[config.mk]
export PLATFORM = sky130hd
export DESIGN_NAME = epf_outputs
export DESIGN_NICKNAME = d
export VERILOG_FILES = /design/src/logic/epf_pkg.sv /design/src/logic/epf_pulse_if.sv /design/src/logic/epf_outputs.sv /design/src/logic/epf_pulse_gen.sv
export SDC_FILE = /design/constraint.sdc
export NUM_CORES = 1
export LEC_CHECK = 0
export ABC_AREA = 1
export BUFFER_PORTS_ARGS = -buffer_cell sky130_fd_sc_hd__buf_2
export CAP_MARGIN = 20
export CORE_AREA = 3 3 237 239
export CTS_BUF_LIST = sky130_fd_sc_hd__clkbuf_8
export DETAILED_ROUTE_END_ITERATION = 6
export DIE_AREA = 0 0 240 242
export GPL_ROUTABILITY_DRIVEN = 0
export PLACE_DENSITY = 0.66
export SYNTH_ARGS = -nofsm -noshare
export SYNTH_HDL_FRONTEND = slang
export SYNTH_SLANG_ARGS = --single-unit
[constraint.sdc]
create_clock -name mclk -period 26.5 [get_ports mclk]
set_clock_uncertainty 0.2 [all_clocks]
set_input_delay 3.975 -clock mclk [delete_from_list [all_inputs] [get_ports mclk]]
set_output_delay 3.975 -clock mclk [all_outputs]
set_load 0.03 [all_outputs]
[src/logic/epf_pkg.sv]
// Constants, types and shared decode functions for the energy pulse and fault outputs.
// Assumes a single 100 MHz core clock and upstream power and current-magnitude samples.
package epf_pkg;

	// ==========================================================
	// Clock and timing
	localparam int CLK_HZ            = 100_000_000;        // Core clock rate
	localparam int F_WIDTH_MS        = 120;                // Low-rate pulse width
	localparam int CAL_WIDTH_MS      = 90;                 // Calibration pulse width
	localparam int F_WIDTH_CYC       = F_WIDTH_MS * (CLK_HZ / 1000);
	localparam int CAL_WIDTH_CYC     = CAL_WIDTH_MS * (CLK_HZ / 1000);
	localparam int SAMPLING_CLOCK_HZ = 450_000;            // Nominal sampling clock
	// Quarter sampling period, rounded up to whole core cycles
	localparam int MIN_GAP_CYC       = (CLK_HZ + 4 * SAMPLING_CLOCK_HZ - 1) / (4 * SAMPLING_CLOCK_HZ);

	// ==========================================================
	// Widths and arithmetic
	localparam int PWR_W          = 24;                    // Power and magnitude width
	localparam int ACC_W          = 32;                    // Frequency accumulator width
	localparam int GAP_W          = 8;                     // Gap counter width
	localparam int AVG_SHIFT      = 4;                     // Averaging filter weight
	localparam int MISMATCH_SHIFT = 4;                     // One sixteenth is 6.25 percent
	localparam int CAL_SHIFT_LOW  = 4;                     // Calibration gain, select low
	localparam int CAL_SHIFT_HIGH = 6;                     // Calibration gain, select high

	// ==========================================================
	// Select pin positions in the synchroniser vector
	localparam int SEL_LOW  = 0;                           // Rate select low
	localparam int SEL_HIGH = 1;                           // Rate select high
	localparam int SEL_CAL  = 2;                           // Calibration rate select
	localparam int SEL_W    = 3;                           // Number of select pins

	// ==========================================================
	// Frequency scaling thresholds, one per rate code
	localparam logic [ACC_W-1:0] F_THR0 = 32'h0800_0000;   // Slowest scaling
	localparam logic [ACC_W-1:0] F_THR1 = 32'h0400_0000;
	localparam logic [ACC_W-1:0] F_THR2 = 32'h0200_0000;
	localparam logic [ACC_W-1:0] F_THR3 = 32'h0100_0000;   // Fastest scaling

	// ==========================================================
	// Low-rate output phase
	typedef enum logic [1:0] {
		EPF_PH_A = 2'b01,                              // Next pulse on output a
		EPF_PH_B = 2'b10                               // Next pulse on output b
	} epf_phase_t;

	// Rate code to accumulator threshold
	function automatic logic [ACC_W-1:0] epf_rate_thr(input logic [1:0] code);
		unique case (code)
			2'h0: epf_rate_thr = F_THR0;
			2'h1: epf_rate_thr = F_THR1;
			2'h2: epf_rate_thr = F_THR2;
			2'h3: epf_rate_thr = F_THR3;
		endcase
	endfunction : epf_rate_thr

	// Two's complement magnitude; the most negative code still fits unsigned
	function automatic logic [PWR_W-1:0] epf_abs(input logic [PWR_W-1:0] v);
		epf_abs = v[PWR_W-1] ? (~v + 24'h000001) : v;
	endfunction : epf_abs

endpackage : epf_pkg

[src/logic/epf_pulse_if.sv]
// Carrier between the output top and one digital-to-frequency pulse generator.
// Assumes both ends run on the same core clock.
`timescale 1ns/10ps

// ==========================================================
// Pulse generator link
interface epf_pulse_if;
	logic                    valid;                    // Magnitude sample strobe
	logic [epf_pkg::PWR_W-1:0] mag;                    // Power magnitude
	logic [epf_pkg::ACC_W-1:0] thr;                    // Accumulator threshold
	logic                    hold;                     // Defers a new pulse
	logic                    pulse;                    // Shaped pulse level
	logic                    fire;                     // One-cycle pulse start

	modport gen  (input valid, mag, thr, hold, output pulse, fire);
	modport user (output valid, mag, thr, hold, input pulse, fire);
endinterface : epf_pulse_if

[src/logic/epf_outputs.sv]
// Pulse, fault and reverse-power outputs of the energy metering path.
// Assumes power and current magnitudes arrive from logic on mclk; selects are pins.
//
// Functional notes
// - Alarm high when currents differ over 6.25%
// - Alarm clears once mismatch disappears
// - Reverse flag high on negative active power
// - Reverse flag clears on positive power, unlatched
// - Reverse flag changes only with calibration pulse
// - Calibration pulses follow instantaneous active power
// - Calibration select scales calibration frequency
// - Two rate selects pick four scalings
// - Low-rate outputs follow average power, strong drive
// - Low-rate pulses 120 ms, shorter when fast
// - Calibration pulses 90 ms, shorter when fast
// - Output b falls half period after a
// - Low-rate pulses spaced quarter sampling period
`timescale 1ns/10ps

module epf_outputs #(
	parameter int CAL_WIDTH_CYC = epf_pkg::CAL_WIDTH_CYC,   // Calibration width, cycles
	parameter int F_WIDTH_CYC  = epf_pkg::F_WIDTH_CYC       // Low-rate width, cycles
) (
	input  wire logic                      mclk,                    // Core clock
	input  wire logic                      nrst,                    // Asynchronous reset, low
	input  wire logic                      ce,                      // Clock enable
	input  wire logic [epf_pkg::PWR_W-1:0] power_sample,            // Signed active power
	input  wire logic                      power_valid,             // Power sample strobe
	input  wire logic [epf_pkg::PWR_W-1:0] current_input_a,         // Channel a magnitude
	input  wire logic [epf_pkg::PWR_W-1:0] current_input_b,         // Channel b magnitude
	input  wire logic                      calibration_rate_select, // Pin, calibration scaling
	input  wire logic                      rate_select_high,        // Pin, rate code msb
	input  wire logic                      rate_select_low,         // Pin, rate code lsb
	output logic                           calibration_pulse_out,   // Instantaneous power pulses
	output logic                           low_rate_pulse_a,        // Average power pulses
	output logic                           low_rate_pulse_b,        // Alternate average pulses
	output logic                           miswire_alarm,           // Current mismatch
	output logic                           reverse_power_flag       // Negative power seen
);
	import epf_pkg::*;

	// ==========================================================
	// Reset release
	logic rst_meta_n;                                      // First reset stage
	logic rst_n;                                           // Synchronised reset

	// Release through two flops, assert at once
	always_ff @(posedge mclk or negedge nrst) begin
		if (!nrst) begin
			rst_meta_n <= 1'b0;
			rst_n      <= 1'b0;
		end else begin
			rst_meta_n <= 1'b1;
			rst_n      <= rst_meta_n;
		end
	end

	// ==========================================================
	// State
	typedef struct packed {
		logic [SEL_W-1:0] sel_st1;                     // Select sync stage 1
		logic [SEL_W-1:0] sel_st2;                     // Select sync stage 2
		logic [SEL_W-1:0] sel_st3;                     // Select sync stage 3
		logic [SEL_W-1:0] sel;                         // Accepted select levels
		logic [PWR_W-1:0] avg;                         // Averaged power, signed
		logic             fault;                       // Alarm output
		logic             rev;                         // Reverse flag output
		logic             cal_o;                       // Calibration output
		logic             fa;                          // Low-rate output a
		logic             fb;                          // Low-rate output b
		epf_phase_t       phase;                       // Output for next pulse
		epf_phase_t       cur;                         // Output owning this pulse
		logic [GAP_W-1:0] gap;                         // Spacing countdown
	} epf_top_st_t;

	epf_top_st_t s_q;                                      // Registered state
	epf_top_st_t s_d;                                      // Next state

	logic [PWR_W-1:0]   big;                               // Larger current
	logic [PWR_W-1:0]   lesser;                            // Smaller current
	logic [PWR_W-1:0]   diff;                              // Current difference
	logic               mism;                              // Mismatch present
	logic [PWR_W:0]     delta;                             // Filter step
	logic [PWR_W-1:0]   cal_shift;                         // Calibration gain shift
	epf_phase_t         cur_now;                           // Owner seen this cycle

	epf_pulse_if cal_if ();                                // Calibration generator link
	epf_pulse_if f_if   ();                                // Low-rate generator link

	// ==========================================================
	// Mismatch test: difference times sixteen above the larger
	always_comb begin
		big    = (current_input_a >= current_input_b) ? current_input_a : current_input_b;
		lesser = (current_input_a >= current_input_b) ? current_input_b : current_input_a;
		diff   = big - lesser;
		mism   = {diff, 4'h0} > {4'h0, big};
	end

	// ==========================================================
	// Generator feeds
	// Calibration threshold is the low-rate one shifted down 4 or 6 bits, per calibration select
	assign cal_shift    = s_q.sel[SEL_CAL] ? PWR_W'(CAL_SHIFT_HIGH) : PWR_W'(CAL_SHIFT_LOW);
	assign cal_if.valid = power_valid;
	assign cal_if.mag   = epf_abs(power_sample);
	assign cal_if.thr   = epf_rate_thr(s_q.sel[SEL_HIGH:SEL_LOW]) >> cal_shift;
	assign cal_if.hold  = 1'b0;
	assign f_if.valid  = power_valid;
	assign f_if.mag    = epf_abs(s_q.avg);
	assign f_if.thr    = epf_rate_thr(s_q.sel[SEL_HIGH:SEL_LOW]);
	// No new low-rate pulse until the previous one is down and spaced
	assign f_if.hold   = f_if.pulse | (s_q.gap != '0);

	// ==========================================================
	// Next-state logic
	always_comb begin
		s_d = s_q;
		// Pin selects: three flops, accept a bit once stages two and three agree
		s_d.sel_st1 = {calibration_rate_select, rate_select_high, rate_select_low};
		s_d.sel_st2 = s_q.sel_st1;
		s_d.sel_st3 = s_q.sel_st2;
		// Agreeing stages win either way; while they differ the old level is kept
		s_d.sel     = (s_q.sel_st2 & s_q.sel_st3) | (s_q.sel & (s_q.sel_st2 ^ s_q.sel_st3));
		// Single-pole average; slow response is the price of a steady low rate
		delta = {s_q.avg[PWR_W-1], s_q.avg};
		if (power_valid) begin
			delta = {power_sample[PWR_W-1], power_sample} - {s_q.avg[PWR_W-1], s_q.avg};
			s_d.avg = s_q.avg + PWR_W'($signed(delta) >>> AVG_SHIFT);
		end
		// Alarm follows the mismatch level directly
		s_d.fault = mism;
		// Reverse flag sampled only when a calibration pulse starts
		if (cal_if.fire) begin
			s_d.rev = s_q.avg[PWR_W-1];
		end
		s_d.cal_o = cal_if.pulse;
		// Alternate low-rate pulses between the two outputs
		cur_now = f_if.fire ? s_q.phase : s_q.cur;
		if (f_if.fire) begin
			s_d.cur   = s_q.phase;
			s_d.phase = (s_q.phase == EPF_PH_A) ? EPF_PH_B : EPF_PH_A;
		end
		s_d.fa = f_if.pulse && (cur_now == EPF_PH_A);
		s_d.fb = f_if.pulse && (cur_now == EPF_PH_B);
		// Spacing counts from the falling edge of either output
		if (f_if.pulse) begin
			s_d.gap = GAP_W'(MIN_GAP_CYC);
		end else if (s_q.gap != '0) begin
			s_d.gap = s_q.gap - 8'h01;
		end
	end

	// State register; every output held low in reset
	always_ff @(posedge mclk or negedge rst_n) begin
		if (!rst_n) begin
			s_q <= '{sel_st1: '0, sel_st2: '0, sel_st3: '0, sel: '0, avg: '0,
			         fault: 1'b0, rev: 1'b0, cal_o: 1'b0, fa: 1'b0, fb: 1'b0,
			         phase: EPF_PH_A, cur: EPF_PH_A, gap: '0};
		end else if (ce) begin
			s_q <= s_d;
		end
	end

	// ==========================================================
	// Generators
	epf_pulse_gen #(.WIDTH_CYC(CAL_WIDTH_CYC)) u_cal_gen (
		.mclk  (mclk),
		.rst_n (rst_n),
		.ce    (ce),
		.lnk   (cal_if)
	);

	epf_pulse_gen #(.WIDTH_CYC(F_WIDTH_CYC)) u_f_gen (
		.mclk  (mclk),
		.rst_n (rst_n),
		.ce    (ce),
		.lnk   (f_if)
	);

	assign calibration_pulse_out = s_q.cal_o;
	assign low_rate_pulse_a      = s_q.fa;
	assign low_rate_pulse_b      = s_q.fb;
	assign miswire_alarm         = s_q.fault;
	assign reverse_power_flag    = s_q.rev;

	// ==========================================================
	// Checks
	fault_set_a: assert property (@(posedge mclk) disable iff (!rst_n)
		ce && mism |=> miswire_alarm)
		else $error("alarm missed a mismatch");
	fault_clear_a: assert property (@(posedge mclk) disable iff (!rst_n)
		ce && !mism |=> !miswire_alarm)
		else $error("alarm stuck after mismatch ended");
	rev_set_a: assert property (@(posedge mclk) disable iff (!rst_n)
		ce && cal_if.fire && s_q.avg[PWR_W-1] |=> reverse_power_flag && calibration_pulse_out)
		else $error("reverse flag not raised with pulse");
	rev_clear_a: assert property (@(posedge mclk) disable iff (!rst_n)
		ce && cal_if.fire && !s_q.avg[PWR_W-1] |=> !reverse_power_flag)
		else $error("reverse flag not cleared");
	rev_stable_a: assert property (@(posedge mclk) disable iff (!rst_n)
		!(ce && cal_if.fire) |=> $stable(reverse_power_flag))
		else $error("reverse flag moved between pulses");
	f_alternate_a: assert property (@(posedge mclk) disable iff (!rst_n)
		ce && f_if.fire && s_q.phase == EPF_PH_A |=> low_rate_pulse_a && !low_rate_pulse_b
		##0 s_q.phase == EPF_PH_B)
		else $error("low-rate outputs not alternating");
	f_spacing_a: assert property (@(posedge mclk) disable iff (!rst_n)
		ce && $fell(f_if.pulse) |-> s_q.gap == GAP_W'(MIN_GAP_CYC))
		else $error("spacing countdown not started");
	f_exclusive_a: assert property (@(posedge mclk) disable iff (!rst_n)
		!(low_rate_pulse_a && low_rate_pulse_b))
		else $error("both low-rate outputs high");
	reset_low_a: assert property (@(posedge mclk)
		!rst_n |-> !calibration_pulse_out && !low_rate_pulse_a && !low_rate_pulse_b &&
		!miswire_alarm && !reverse_power_flag)
		else $error("output high during reset");

	cal_pulse_c: cover property (@(posedge mclk) disable iff (!rst_n) $rose(calibration_pulse_out));
	f_b_pulse_c: cover property (@(posedge mclk) disable iff (!rst_n) $rose(low_rate_pulse_b));
	fault_c: cover property (@(posedge mclk) disable iff (!rst_n) $rose(miswire_alarm));
	rev_c: cover property (@(posedge mclk) disable iff (!rst_n) $rose(reverse_power_flag));

endmodule : epf_outputs

[src/logic/epf_pulse_gen.sv]
// Digital-to-frequency converter with pulse width shaping.
// Assumes a synchronised active-low reset and a clock enable from the top.
`timescale 1ns/10ps

module epf_pulse_gen #(
	parameter int WIDTH_CYC = epf_pkg::CAL_WIDTH_CYC        // Nominal pulse width in cycles
) (
	input  wire logic     mclk,                            // Core clock
	input  wire logic     rst_n,                           // Synchronised reset
	input  wire logic     ce,                              // Clock enable
	epf_pulse_if.gen      lnk                              // Sample in, pulse out
);
	import epf_pkg::*;

	// ==========================================================
	// State
	typedef struct packed {
		logic [ACC_W-1:0] acc;                         // Energy accumulator
		logic [31:0]      wcnt;                        // Cycles high so far
		logic [31:0]      pcnt;                        // Cycles since last start
		logic [31:0]      lastp;                       // Last measured period
		logic             pulse;                       // Output level
		logic             fire;                        // Start strobe
	} epf_gen_st_t;

	epf_gen_st_t s_q;                                      // Registered state
	epf_gen_st_t s_d;                                      // Next state
	logic [ACC_W:0] sum;                                   // Accumulator plus sample

	// Accumulate, fire on threshold, shape the width
	always_comb begin
		s_d      = s_q;
		s_d.fire = 1'b0;
		sum      = {1'b0, s_q.acc} + (lnk.valid ? {9'h000, lnk.mag} : 33'h000000000);
		if (s_q.pcnt != 32'hffff_ffff) begin
			s_d.pcnt = s_q.pcnt + 32'h0000_0001;
		end
		if (!lnk.hold && sum >= {1'b0, lnk.thr}) begin
			// Remainder kept so no energy is lost between pulses
			s_d.acc   = ACC_W'(sum - {1'b0, lnk.thr});
			s_d.fire  = 1'b1;
			s_d.pulse = 1'b1;
			s_d.wcnt  = 32'h0000_0000;
			s_d.lastp = s_q.pcnt;
			s_d.pcnt  = 32'h0000_0000;
		end else begin
			// Saturate while held; a stalled pulse is then only late
			s_d.acc = sum[ACC_W] ? {ACC_W{1'b1}} : sum[ACC_W-1:0];
			if (s_q.pulse) begin
				// Fixed width, cut to half the period when pulses come fast
				if (s_q.wcnt + 32'h0000_0001 >= 32'(WIDTH_CYC) ||
				    s_q.wcnt + 32'h0000_0001 >= {1'b0, s_q.lastp[31:1]}) begin
					s_d.pulse = 1'b0;
				end else begin
					s_d.wcnt = s_q.wcnt + 32'h0000_0001;
				end
			end
		end
	end

	// State register, frozen while the clock enable is low
	always_ff @(posedge mclk or negedge rst_n) begin
		if (!rst_n) begin
			s_q <= '{acc: '0, wcnt: '0, pcnt: '0, lastp: '1, pulse: 1'b0, fire: 1'b0};
		end else if (ce) begin
			s_q <= s_d;
		end
	end

	assign lnk.pulse = s_q.pulse;
	assign lnk.fire  = s_q.fire;

	// ==========================================================
	// Checks
	pulse_width_a: assert property (@(posedge mclk) disable iff (!rst_n)
		s_q.pulse |-> s_q.wcnt < 32'(WIDTH_CYC))
		else $error("pulse held beyond nominal width");
	fire_high_a: assert property (@(posedge mclk) disable iff (!rst_n)
		s_q.fire |-> s_q.pulse && s_q.wcnt == 32'h0000_0000)
		else $error("pulse start without output high");
	hold_block_a: assert property (@(posedge mclk) disable iff (!rst_n)
		ce && lnk.hold |=> !s_q.fire)
		else $error("pulse started while held");

endmodule : epf_pulse_gen

==> metrics.txt, run 1 <==
# TYPE chip_impl_metric gauge
chip_impl_metric{name="cts.sinks",unit=""} 313
chip_impl_metric{name="dp.cells",unit=""} 4662
chip_impl_info{name="layout.cells.most_common",value="sky130_fd_sc_hd__nand2_1"} 1
chip_impl_info{name="crit_path_start_kind",value="input port"} 1
chip_impl_info{name="dominant_synthesized_flop_cell",value="sky130_fd_sc_hd__dfrtp_1"} 1
chip_impl_metric{name="drt-total-wl",unit="mm"} 71.0
chip_impl_metric{name="port-buffer-count",unit=""} 83
chip_impl_metric{name="slew-limit-headroom",unit=""} 0.355
chip_impl_metric{name="core_area",unit="um2"} 54000
chip_impl_metric{name="syn_avg_cell_area",unit="um2"} 6.81
chip_impl_metric{name="core.rowCount",unit=""} 85
chip_impl_metric{name="ctsLongestPathBuffers",unit=""} 3
chip_impl_metric{name="met3WireLength",unit="mm"} 2.93
chip_impl_metric{name="post-cts-setup-buffer-count",unit=""} 0
chip_impl_metric{name="crit_path_max_incr_delay",unit="ps"} 690
chip_impl_metric{name="finalMaxSlewViolations",unit=""} 0
chip_impl_metric{name="drt-wirelength-per-cell",unit="um"} 14.9
chip_impl_info{name="holdCritStartpoint",value="rst_meta_n$_DFF_PN0_"} 1
chip_impl_info{name="clock_tree.root_cell",value="sky130_fd_sc_hd__clkbuf_8"} 1
chip_impl_metric{name="pre_cts_slack",unit="ps"} 15090
chip_impl_metric{name="dieArea",unit="um2"} 58100
chip_impl_metric{name="critPathRequiredTime",unit="ps"} 26840
chip_impl_metric{name="start_util",unit=""} 0.499
chip_impl_metric{name="synth_seq_cells",unit=""} 313
chip_impl_metric{name="initialDrtViolationCount",unit=""} 1661
chip_impl_metric{name="whs_path_depth",unit=""} 0
chip_impl_metric{name="area_growth_syn_to_layout",unit="%"} 7.86
chip_impl_metric{name="cts_htree_levels",unit=""} 2
chip_impl_metric{name="global_route_overflow",unit=""} 0
chip_impl_info{name="endpoint_kind",value="register"} 1
chip_impl_info{name="min_delay_worst_endpoint",value="rst_n$_DFF_PN0_"} 1
chip_impl_metric{name="fin_worst_hold_slack",unit="ps"} 152
chip_impl_metric{name="top_level_ports",unit=""} 84
chip_impl_metric{name="antenna-diode-count",unit=""} 0
chip_impl_info{name="status",value="complete, no violations"} 1
chip_impl_info{name="hold_class",value="reg -> reg"} 1
chip_impl_info{name="rsz0062_at_grt",value="no"} 1
chip_impl_metric{name="first_pass_grt_wire_length",unit="mm"} 118
chip_impl_metric{name="wl_met2",unit="mm"} 32.0
chip_impl_info{name="worst_r2r_endpoint",value="u_f_gen.s_q[91]$_DFFE_PN0P_"} 1
chip_impl_metric{name="number_of_endpoints_with_negative_hold_slack_in_the_final_report",unit=""} 0
chip_impl_metric{name="totalNegativeSetupSlack",unit="ps"} 0
chip_impl_metric{name="timing_worst_slew_pin_value",unit="ps"} 967
chip_impl_metric{name="final_antenna_net_count",unit=""} 0
chip_impl_metric{name="detailroute.via_count",unit=""} 25200
chip_impl_metric{name="wirelength_met1",unit="mm"} 34.0
chip_impl_metric{name="power_density",unit="nW/um2"} 96.1
chip_impl_info{name="critPathKind",value="in -> reg"} 1
chip_impl_metric{name="die_height",unit="um"} 242
chip_impl_info{name="r2r-start",value="s_q[17]$_DFFE_PN0P_"} 1
chip_impl_metric{name="worst-path-max-fanout",unit=""} 49
chip_impl_metric{name="r2r.worst_path.cells",unit=""} 37
chip_impl_metric{name="post_dr_vias_cell",unit=""} 5.29
chip_impl_metric{name="r2r_setup_slk",unit="ps"} 19480
chip_impl_metric{name="number_of_nets_in_the_layout",unit=""} 4331
chip_impl_metric{name="largest_net_degree_at_the_start_of_global_routing",unit=""} 175
chip_impl_metric{name="syn_nets",unit=""} 4269
chip_impl_metric{name="max_ir_drop_vdd",unit="mV"} 0.0475
chip_impl_metric{name="period_minus_slack",unit="ps"} 10820
chip_impl_metric{name="yosysSeqAreaShare",unit=""} 0.293
chip_impl_metric{name="fill_count",unit=""} 5544
chip_impl_metric{name="mappedNetlistArea",unit="um2"} 27000
chip_impl_info{name="worst_path_max_delay_cell",value="sky130_fd_sc_hd__nand3_1"} 1
chip_impl_metric{name="drt_pass1_iterations",unit=""} 5
chip_impl_metric{name="timing.fmax",unit="GHz"} 0.0924
chip_impl_metric{name="place.detailed.hpwl",unit="mm"} 54.1
chip_impl_metric{name="clock_buffers_created_by_tritoncts",unit=""} 57
chip_impl_metric{name="groute.usage.overall",unit=""} 0.242
chip_impl_metric{name="timing.max_cap.violations",unit=""} 0
chip_impl_info{name="layout_common_cells",value="sky130_fd_sc_hd__nand2_1 (1020), sky130_fd_sc_hd__inv_1 (569), sky130_fd_sc_hd__nor2_1 (349)"} 1
chip_impl_info{name="top_signal_layer_used",value="met4"} 1
chip_impl_metric{name="critical_path_arrival",unit="ps"} 11160
chip_impl_info{name="cts_tree",value="done"} 1
chip_impl_metric{name="antenna_violations_before_repair",unit=""} 1
chip_impl_metric{name="setup_ws",unit="ps"} 15680
chip_impl_metric{name="post_cts_resized",unit=""} 0
chip_impl_metric{name="layout.cells.non_filler",unit=""} 4766
chip_impl_metric{name="fin_crit_sh",unit=""} 0.408
chip_impl_metric{name="yosys_warnings",unit=""} 0
chip_impl_metric{name="cts_hold_repair.buffers",unit=""} 0
chip_impl_metric{name="worst_skew_pair.late_latency",unit="ps"} 660
chip_impl_metric{name="synth_edf_count",unit=""} 0
chip_impl_metric{name="clkSlewWorstSetupHoldPaths",unit="ps"} 60
chip_impl_metric{name="drive_gt1_frac",unit=""} 0.0823
chip_impl_metric{name="route.detailed.drc",unit=""} 0
chip_impl_metric{name="first_global_vias",unit=""} 23800
chip_impl_metric{name="synth-async-reset-ratio",unit=""} 1.00
chip_impl_metric{name="netlist_instances",unit=""} 3963
chip_impl_metric{name="setup_viol_count_final",unit=""} 0
chip_impl_metric{name="ys_types",unit=""} 69
chip_impl_metric{name="power.leakage",unit="nW"} 14.7
chip_impl_metric{name="die-width",unit="um"} 240
synth_stat cells, drive strengths merged (2+ instances only):
cell type,number,area share
o221ai,3,0.00097
buf,38,0.010
nor4,27,0.0065
nor3,127,0.025
a31oi,14,0.0032
inv,559,0.078
a211oi,9,0.0025
dfrtp,249,0.23
o21ai,269,0.050
nand4,116,0.027
xnor2,62,0.020
a21boi,11,0.0032
nand3b,16,0.0045
o21bai,7,0.0022
o31ai,2,0.00056
o211ai,14,0.0039
a21oi,255,0.048
xor2,124,0.041
o22ai,5,0.0012
a31o,5,0.0016
or2,28,0.0065
dfstp,64,0.062
nand2,1032,0.15
nor2,359,0.052
o2111ai,2,0.00065
and2,2,0.00046
nand3,234,0.044
o21a,17,0.0047
ha,223,0.10
nor3b,8,0.0028
fa,4,0.0030
clkbuf,53,0.0074
and3,4,0.00093
a21o,9,0.0025
where the power goes:
part / switching [mW] / total, mW / internal (mW)
Sequential: 0.0924 / 0.680 / 0.588
Combinational: 1.04 / 1.64 / 0.601
Clock: 0.217 / 0.478 / 0.261
logic make-up after synthesis:
logic type      after synthesis  share of synthesized area
other cells                   1                   0.000139
buf+inv                     651                     0.0953
fa+ha+maj                   227                      0.106
compound gates              628                      0.128
flops                       313                      0.293
xor+xnor                    186                     0.0612
simple gates               1957                      0.316
critical path, delay by kind of cell:
family	cells	cell delay, ps
AOI/OAI and AO/OA	8	1550
xor gates and xnor gates	1	210
adders and majority gates	3	780
buffers and inverters	9	1300
and+or+nand+nor	16	3290
cell type report:
class                      count  area [um2]  area share
tap                          696         871      0.0299
sequential                   313        7920       0.272
clock buffer                  71         977      0.0336
clock inverter                33         209     0.00718
timing repair buffer          94         513      0.0176
multi-input combinational   2999       16500       0.567
inverter                     560        2100      0.0723
flip-flops by register name, summed over array words and instances, names as in the netlist:
register / flops
u_cal_gen.lnk.pulse: 1
rst_meta_n: 1
u_f_gen.s_q: 127
u_f_gen.lnk.fire: 1
low_rate_pulse_b: 1
s_d: 6
u_cal_gen.lnk.fire: 1
u_f_gen.lnk.pulse: 1
s_q: 42
rst_n: 1
reverse_power_flag: 1
miswire_alarm: 1
calibration_pulse_out: 1
low_rate_pulse_a: 1
u_cal_gen.s_q: 127
layer usage:
layer,GRT usage,vias up
li1,-,13100
met1,0.335,11500
met2,0.395,443
met3,0.0288,115
met4,0.0750,0
met5,0,-
metrics by stage:
stage,utilization,power [mW],cell area (um2)
2_1_floorplan,-,1.95,27000
3_3_place_gp,0.517,2.29,27900
3_5_place_dp,0.517,2.30,27900
4_1_cts,0.539,2.80,29100
5_1_grt,0.539,3.08,29100
6_report,0.539,2.80,29100
worst max path at each step:
stage,endpoint,slack (ps),depth (start not counted),startpoint
finish,u_cal_gen.s_q[26]$_DFFE_PN1P_,15680,37,power_sample[1]
global route,u_cal_gen.s_q[11]$_DFFE_PN1P_,14630,37,power_sample[1]
CTS,u_cal_gen.s_q[26]$_DFFE_PN1P_,15770,37,power_sample[0]
detailed placement,u_cal_gen.s_q[26]$_DFFE_PN1P_,15090,37,power_sample[0]
global placement,u_cal_gen.s_q[39]$_DFFE_PN0P_,15220,37,power_sample[1]
floorplan,calibration_pulse_out$_DFFE_PN0P_,17040,0,rst_n$_DFF_PN0_
Power figures use the tool's default switching activity.
==> inputs of run 2 (changes only) <==
Settings changed: PLACE_DENSITY 0.66 to 0.68.
Clock period 26.5 ns to 8.82 ns, I/O delays scaled along.
==> metrics.txt, run 2 (synthesized netlist as in run 1, its figures left out) <==
# TYPE chip_impl_metric gauge
chip_impl_info{name="status",value="complete, no violations"} 1
chip_impl_metric{name="tot_pwr",unit="mW"} 8.58
chip_impl_metric{name="fin_worst_hold_slack",unit="ps"} 168
chip_impl_metric{name="layout.cells.non_filler",unit=""} 4777
chip_impl_metric{name="fill_count",unit=""} 5438
chip_impl_metric{name="number_of_endpoints_with_negative_hold_slack_in_the_final_report",unit=""} 0
chip_impl_metric{name="met2_track_demand_over_resource_in_global_routing",unit=""} 0.388
chip_impl_info{name="critPathLaunch",value="power_sample[0]"} 1
chip_impl_metric{name="dp.cells",unit=""} 4667
chip_impl_metric{name="finalMaxSlewViolations",unit=""} 0
chip_impl_metric{name="met1_usage",unit=""} 0.339
chip_impl_metric{name="utilization",unit=""} 0.543
chip_impl_metric{name="core_area",unit="um2"} 54000
chip_impl_metric{name="critPathRequiredTime",unit="ps"} 9160
chip_impl_metric{name="detailroute.via_count",unit=""} 25500
chip_impl_metric{name="area_growth_syn_to_layout",unit="%"} 8.71
chip_impl_metric{name="die-width",unit="um"} 240
chip_impl_metric{name="fin_crit_sh",unit=""} 0.815
chip_impl_metric{name="clkSlewWorstSetupHoldPaths",unit="ps"} 60
chip_impl_metric{name="worst-path-max-fanout",unit=""} 47
chip_impl_metric{name="clock_buffers_created_by_tritoncts",unit=""} 59
chip_impl_metric{name="dieArea",unit="um2"} 58100
chip_impl_info{name="rsz0062_at_grt",value="no"} 1
chip_impl_metric{name="multi_input_area",unit="um2"} 16500
chip_impl_info{name="critPathKind",value="in -> reg"} 1
chip_impl_metric{name="cts_htree_levels",unit=""} 2
chip_impl_metric{name="power_density",unit="nW/um2"} 293
chip_impl_metric{name="cts.sinks",unit=""} 313
chip_impl_info{name="busiest_grt_layer",value="met2"} 1
chip_impl_metric{name="worst_skew_pair.late_latency",unit="ps"} 680
chip_impl_metric{name="antenna_violations_before_repair",unit=""} 0
chip_impl_metric{name="whs_path_depth",unit=""} 0
chip_impl_metric{name="slew-limit-headroom",unit=""} 0.361
chip_impl_metric{name="drt_pass1_iterations",unit=""} 7
chip_impl_metric{name="period_minus_slack",unit="ps"} 7190
chip_impl_info{name="worst_path_max_delay_cell",value="sky130_fd_sc_hd__inv_2"} 1
chip_impl_metric{name="post_dr_vias_cell",unit=""} 5.34
chip_impl_metric{name="timing_worst_slew_pin_value",unit="ps"} 959
chip_impl_info{name="min_delay_worst_endpoint",value="rst_n$_DFF_PN0_"} 1
chip_impl_metric{name="dpl_cell_area",unit="um2"} 28000
chip_impl_info{name="hold_class",value="reg -> reg"} 1
chip_impl_info{name="crit_path_start_kind",value="input port"} 1
chip_impl_metric{name="ctsLongestPathBuffers",unit=""} 3
chip_impl_metric{name="start_util",unit=""} 0.499
chip_impl_metric{name="final_antenna_net_count",unit=""} 0
chip_impl_metric{name="setup_ws",unit="ps"} 1630
chip_impl_info{name="clock_tree.root_cell",value="sky130_fd_sc_hd__clkbuf_8"} 1
chip_impl_metric{name="drive_gt1_frac",unit=""} 0.0855
chip_impl_info{name="holdCritStartpoint",value="rst_meta_n$_DFF_PN0_"} 1
chip_impl_metric{name="final_design_area_no_fill",unit="um2"} 29300
chip_impl_metric{name="totalNegativeSetupSlack",unit="ps"} 0
chip_impl_metric{name="pre_cts_slack",unit="ps"} 960
chip_impl_metric{name="setup_viol_count_final",unit=""} 0
chip_impl_info{name="layout.cells.most_common",value="sky130_fd_sc_hd__nand2_1"} 1
chip_impl_info{name="r2r-start",value="s_q[18]$_DFFE_PN0P_"} 1
chip_impl_info{name="largest_registers",value="u_cal_gen.s_q (127), u_f_gen.s_q (127), s_q (42)"} 1
chip_impl_metric{name="cts_hold_repair.buffers",unit=""} 0
chip_impl_metric{name="groute.usage.overall",unit=""} 0.242
chip_impl_metric{name="drt-wirelength-per-cell",unit="um"} 14.7
chip_impl_metric{name="power.leakage",unit="nW"} 14.8
chip_impl_metric{name="route.detailed.drc",unit=""} 0
chip_impl_metric{name="post-cts-setup-buffer-count",unit=""} 0
chip_impl_info{name="layout_common_cells",value="sky130_fd_sc_hd__nand2_1 (1020), sky130_fd_sc_hd__inv_1 (566), sky130_fd_sc_hd__nor2_1 (349)"} 1
chip_impl_metric{name="port-buffer-count",unit=""} 83
chip_impl_metric{name="die_height",unit="um"} 242
chip_impl_metric{name="core.rowCount",unit=""} 85
chip_impl_info{name="cts_tree",value="done"} 1
chip_impl_metric{name="critical_path_arrival",unit="ps"} 7530
chip_impl_metric{name="top_level_ports",unit=""} 84
chip_impl_metric{name="initialDrtViolationCount",unit=""} 1733
chip_impl_metric{name="first_pass_grt_wire_length",unit="mm"} 118
chip_impl_metric{name="r2r_setup_slk",unit="ps"} 1710
chip_impl_metric{name="global_route_overflow",unit=""} 0
chip_impl_metric{name="post_cts_resized",unit=""} 0
chip_impl_metric{name="place.detailed.hpwl",unit="mm"} 53.3
chip_impl_info{name="endpoint_kind",value="register"} 1
chip_impl_metric{name="first_global_vias",unit=""} 24400
chip_impl_metric{name="timing.fmax",unit="GHz"} 0.139
chip_impl_metric{name="number_of_nets_in_the_layout",unit=""} 4338
chip_impl_metric{name="final-seq-area",unit="um2"} 7920
chip_impl_info{name="worst_r2r_endpoint",value="u_f_gen.s_q[38]$_DFFE_PN0P_"} 1
chip_impl_metric{name="largest_net_degree_at_the_start_of_global_routing",unit=""} 164
chip_impl_metric{name="max_ir_drop_vdd",unit="mV"} 0.173
chip_impl_metric{name="antenna-diode-count",unit=""} 0
chip_impl_metric{name="use_met3",unit=""} 0.0324
chip_impl_metric{name="drt-total-wl",unit="mm"} 70.0
chip_impl_metric{name="timing.max_cap.violations",unit=""} 0
chip_impl_metric{name="crit_path_max_incr_delay",unit="ps"} 620
chip_impl_metric{name="r2r.worst_path.cells",unit=""} 37
run 2: changes by cell type in the layout (fill, tap and decap cells not counted), moves of 2 or more:
cell                        previous run  this run
sky130_fd_sc_hd__bufinv_16             2         4
sky130_fd_sc_hd__clkbuf_8             71        78
sky130_fd_sc_hd__buf_12                1         3
sky130_fd_sc_hd__inv_1               569       566
sky130_fd_sc_hd__buf_4                11        14
run 2: layer usage:
metal  vias up  part of all wire  wire [um]
li1      13200                 -          -
met1     11700              0.48      33600
met2       528              0.44      31100
met3       123             0.045       3190
met4         0             0.030       2100
met5         -                 0          0
run 2: worst max-delay path by stage:
stage                                            to  slack, ps  cells past startpoint
CTS                   u_cal_gen.s_q[11]$_DFFE_PN1P_       1670                     36
global route            u_f_gen.s_q[45]$_DFFE_PN0P_        630                     37
finish                u_cal_gen.s_q[11]$_DFFE_PN1P_       1630                     36
global placement      u_cal_gen.s_q[27]$_DFFE_PN1P_       1150                     37
detailed placement    u_cal_gen.s_q[11]$_DFFE_PN1P_        960                     36
floorplan           u_cal_gen.lnk.pulse$_DFFE_PN0P_       2200                     37
run 2: worst max-delay path: cells and delay by family:
kind                     cells  cell delay [ps]
AO/OA/AOI/OAI                8             1570
adder cells (fa/ha/maj)      3              760
AND/OR/NAND/NOR             16             2530
XOR/XNOR                     1              220
buffers and inverters        8             1120
run 2: area by class of cell:
class	count	area share
Multi-Input combinational cell	2999	0.563
Sequential cell	313	0.270
Inverter	560	0.0717
Clock buffer	78	0.0366
Tap cell	696	0.0297
Timing Repair Buffer	99	0.0196
Clock inverter	32	0.00956
run 2: power by group:
part	total [mW]	internal (mW)	switching (mW)
logic	4.95	1.82	3.13
registers	2.04	1.77	0.278
clock network	1.59	0.915	0.676
total	8.58	4.50	4.09
==> inputs of run 3 (changes only) <==
Settings changed: PLACE_DENSITY 0.68 to 0.66.
Clock period 8.82 ns to 6.7 ns, I/O delays scaled along.
==> metrics.txt, run 3 (synthesized netlist as in run 1, its figures left out) <==
# TYPE chip_impl_metric gauge
chip_impl_metric{name="core.rowCount",unit=""} 85
chip_impl_info{name="worst_path_max_delay_cell",value="sky130_fd_sc_hd__ha_2"} 1
chip_impl_metric{name="critPathBufInv",unit=""} 9
chip_impl_metric{name="antenna_violations_before_repair",unit=""} 4
chip_impl_info{name="rsz0062_at_grt",value="no"} 1
chip_impl_metric{name="place.detailed.hpwl",unit="mm"} 55.6
chip_impl_metric{name="first_global_vias",unit=""} 24600
chip_impl_metric{name="initialDrtViolationCount",unit=""} 1537
chip_impl_metric{name="drt_pass1_iterations",unit=""} 6
chip_impl_info{name="timing.critical_path.mode_cell",value="sky130_fd_sc_hd__inv_1"} 1
chip_impl_metric{name="post_dr_vias_cell",unit=""} 5.28
chip_impl_metric{name="p_int",unit="mW"} 6.11
chip_impl_metric{name="timing_worst_slew_pin_value",unit="ps"} 885
chip_impl_info{name="holdCritStartpoint",value="rst_meta_n$_DFF_PN0_"} 1
chip_impl_metric{name="r2r_setup_slk",unit="ps"} 740
chip_impl_metric{name="clkSlewWorstSetupHoldPaths",unit="ps"} 60
chip_impl_metric{name="r2r.worst_path.cells",unit=""} 37
chip_impl_metric{name="ctsLongestPathBuffers",unit=""} 3
chip_impl_info{name="layout_common_cells",value="sky130_fd_sc_hd__nand2_1 (1019), sky130_fd_sc_hd__inv_1 (563), sky130_fd_sc_hd__nor2_1 (348)"} 1
chip_impl_metric{name="net_load_switching_power",unit="mW"} 5.43
chip_impl_metric{name="area_growth_syn_to_layout",unit="%"} 11.2
chip_impl_metric{name="number_of_nets_in_the_layout",unit=""} 4417
chip_impl_info{name="r2r-start",value="s_q[17]$_DFFE_PN0P_"} 1
chip_impl_info{name="cts_tree",value="done"} 1
chip_impl_metric{name="number_of_endpoints_with_negative_hold_slack_in_the_final_report",unit=""} 0
chip_impl_metric{name="worst_skew_pair.late_latency",unit="ps"} 680
chip_impl_metric{name="switching_share",unit=""} 0.471
chip_impl_metric{name="combPwrFrac",unit=""} 0.589
chip_impl_metric{name="cts.sinks",unit=""} 313
chip_impl_metric{name="critical_path_arrival",unit="ps"} 6320
chip_impl_metric{name="die-width",unit="um"} 240
chip_impl_metric{name="clock_buffers_created_by_tritoncts",unit=""} 59
chip_impl_info{name="endpoint_kind",value="register"} 1
chip_impl_metric{name="utilization",unit=""} 0.555
chip_impl_metric{name="power.leakage",unit="nW"} 15.2
chip_impl_info{name="status",value="complete, no violations"} 1
chip_impl_metric{name="top_level_ports",unit=""} 84
chip_impl_metric{name="final-seq-area",unit="um2"} 7920
chip_impl_info{name="hold_class",value="reg -> reg"} 1
chip_impl_metric{name="tot_pwr",unit="mW"} 11.5
chip_impl_metric{name="whs_path_depth",unit=""} 0
chip_impl_metric{name="timing.fmax",unit="GHz"} 0.168
chip_impl_metric{name="multi_input_area",unit="um2"} 16600
chip_impl_metric{name="drt-total-wl",unit="mm"} 72.2
chip_impl_metric{name="period_minus_slack",unit="ps"} 5960
chip_impl_metric{name="finalMaxSlewViolations",unit=""} 0
chip_impl_metric{name="worst-path-max-fanout",unit=""} 33
chip_impl_metric{name="setup_ws",unit="ps"} 738
chip_impl_metric{name="final_antenna_net_count",unit=""} 0
chip_impl_metric{name="pre_cts_slack",unit="ps"} -237
chip_impl_metric{name="fin_crit_sh",unit=""} 0.890
chip_impl_metric{name="core_area",unit="um2"} 54000
chip_impl_info{name="layout.cells.most_common",value="sky130_fd_sc_hd__nand2_1"} 1
chip_impl_metric{name="drt-wirelength-per-cell",unit="um"} 14.9
chip_impl_info{name="worst_r2r_endpoint",value="u_f_gen.s_q[97]$_DFFE_PN0P_"} 1
chip_impl_info{name="critPathKind",value="reg -> reg"} 1
chip_impl_metric{name="totalNegativeSetupSlack",unit="ps"} 0
chip_impl_metric{name="timing.max_cap.violations",unit=""} 0
chip_impl_info{name="crit_path_start_kind",value="register"} 1
chip_impl_info{name="crit_family",value="simple AND/OR/NAND/NOR gates"} 1
chip_impl_metric{name="setup_viol_count_final",unit=""} 0
chip_impl_metric{name="groute.usage.overall",unit=""} 0.248
chip_impl_metric{name="cts_htree_levels",unit=""} 2
chip_impl_metric{name="drive_gt1_frac",unit=""} 0.105
chip_impl_metric{name="port-buffer-count",unit=""} 83
chip_impl_metric{name="global_route_overflow",unit=""} 0
chip_impl_metric{name="crit_path_max_incr_delay",unit="ps"} 390
chip_impl_metric{name="fill_count",unit=""} 5390
chip_impl_metric{name="die_height",unit="um"} 242
chip_impl_metric{name="share_seq_of_total_power",unit=""} 0.232
chip_impl_metric{name="slew-limit-headroom",unit=""} 0.408
chip_impl_info{name="min_delay_worst_endpoint",value="rst_n$_DFF_PN0_"} 1
chip_impl_metric{name="post-cts-setup-buffer-count",unit=""} 0
chip_impl_metric{name="clock_network_power_share",unit=""} 0.179
chip_impl_metric{name="critPathRequiredTime",unit="ps"} 7060
chip_impl_metric{name="dp.cells",unit=""} 4745
chip_impl_metric{name="route.detailed.drc",unit=""} 0
chip_impl_metric{name="start_util",unit=""} 0.499
chip_impl_info{name="clock_tree.root_cell",value="sky130_fd_sc_hd__clkbuf_8"} 1
chip_impl_metric{name="max_ir_drop_vdd",unit="mV"} 0.223
chip_impl_metric{name="largest_net_degree_at_the_start_of_global_routing",unit=""} 103
chip_impl_metric{name="detailroute.via_count",unit=""} 25600
chip_impl_metric{name="power_density",unit="nW/um2"} 384
chip_impl_metric{name="first_pass_grt_wire_length",unit="mm"} 120
chip_impl_metric{name="layout.cells.non_filler",unit=""} 4854
chip_impl_metric{name="dieArea",unit="um2"} 58100
chip_impl_info{name="largest_registers",value="u_cal_gen.s_q (127), u_f_gen.s_q (127), s_q (42)"} 1
run 3: layer usage:
metal	routed length [um]	track usage	vias to the layer above
met5	0	0	-
met4	1860	0.0713	0
met3	3270	0.0330	121
met2	32900	0.407	516
met1	34200	0.341	11700
li1	-	-	13300
run 3: layout make-up:
type / count / area share
timing repair buffer: 178 / 0.0411
multi-input combinational: 2999 / 0.552
clock inverter: 28 / 0.00830
tap: 696 / 0.0290
clock buffer: 77 / 0.0353
sequential: 313 / 0.264
inverter: 560 / 0.0701
antenna: 3 / 0.000250
run 3: worst reg2reg max path: cells and delay by family (launching register included):
| family | cells | cell delay [ps] |
|---|---|---|
| AOI/OAI and AO/OA | 10 | 1610 |
| DFF | 1 | 380 |
| and+or+nand+nor | 15 | 1970 |
| adders and majority gates | 3 | 890 |
| buffers and inverters | 9 | 830 |
run 3: stage by stage:
| stage | instance area, um2 | hold WS, ps |
|---|---|---|
| after floorplan | 27000 | 131 |
| after global placement | 28600 | 145 |
| after detailed placement | 28600 | 146 |
| after CTS | 29900 | 158 |
| after global routing | 30000 | 168 |
| final | 30000 | 156 |
run 3: what timing repair did:
item / CTS / global route
hold endpoints to repair: 2 / 0
endpoints found under the setup margin: 0 / 240
hold buffers: 1 / 0
gates resized for setup: 0 / 16
run 3: worst max-delay path by stage:
stage	start	end	cells after the start
final	s_q[17]$_DFFE_PN0P_	u_f_gen.s_q[97]$_DFFE_PN0P_	37
after global routing	s_q[17]$_DFFE_PN0P_	u_f_gen.s_q[93]$_DFFE_PN0P_	37
after CTS	s_q[17]$_DFFE_PN0P_	u_f_gen.s_q[93]$_DFFE_PN0P_	37
after detailed placement	power_sample[0]	u_cal_gen.s_q[28]$_DFFE_PN1P_	38
after global placement	power_sample[0]	u_cal_gen.s_q[32]$_DFFE_PN1P_	38
after floorplan	power_sample[0]	u_cal_gen.lnk.pulse$_DFFE_PN0P_	37
run 3: power by group through the flow:
stage          clock network, mW  logic, mW  registers [mW]
4_1_cts                     2.13       6.72            2.67
3_3_place_gp                   0       6.62            2.69
3_5_place_dp                   0       6.69            2.69
2_1_floorplan                  0       5.08            2.62
5_1_grt                     2.21       7.74            2.73
6_report                    2.06       6.79            2.68
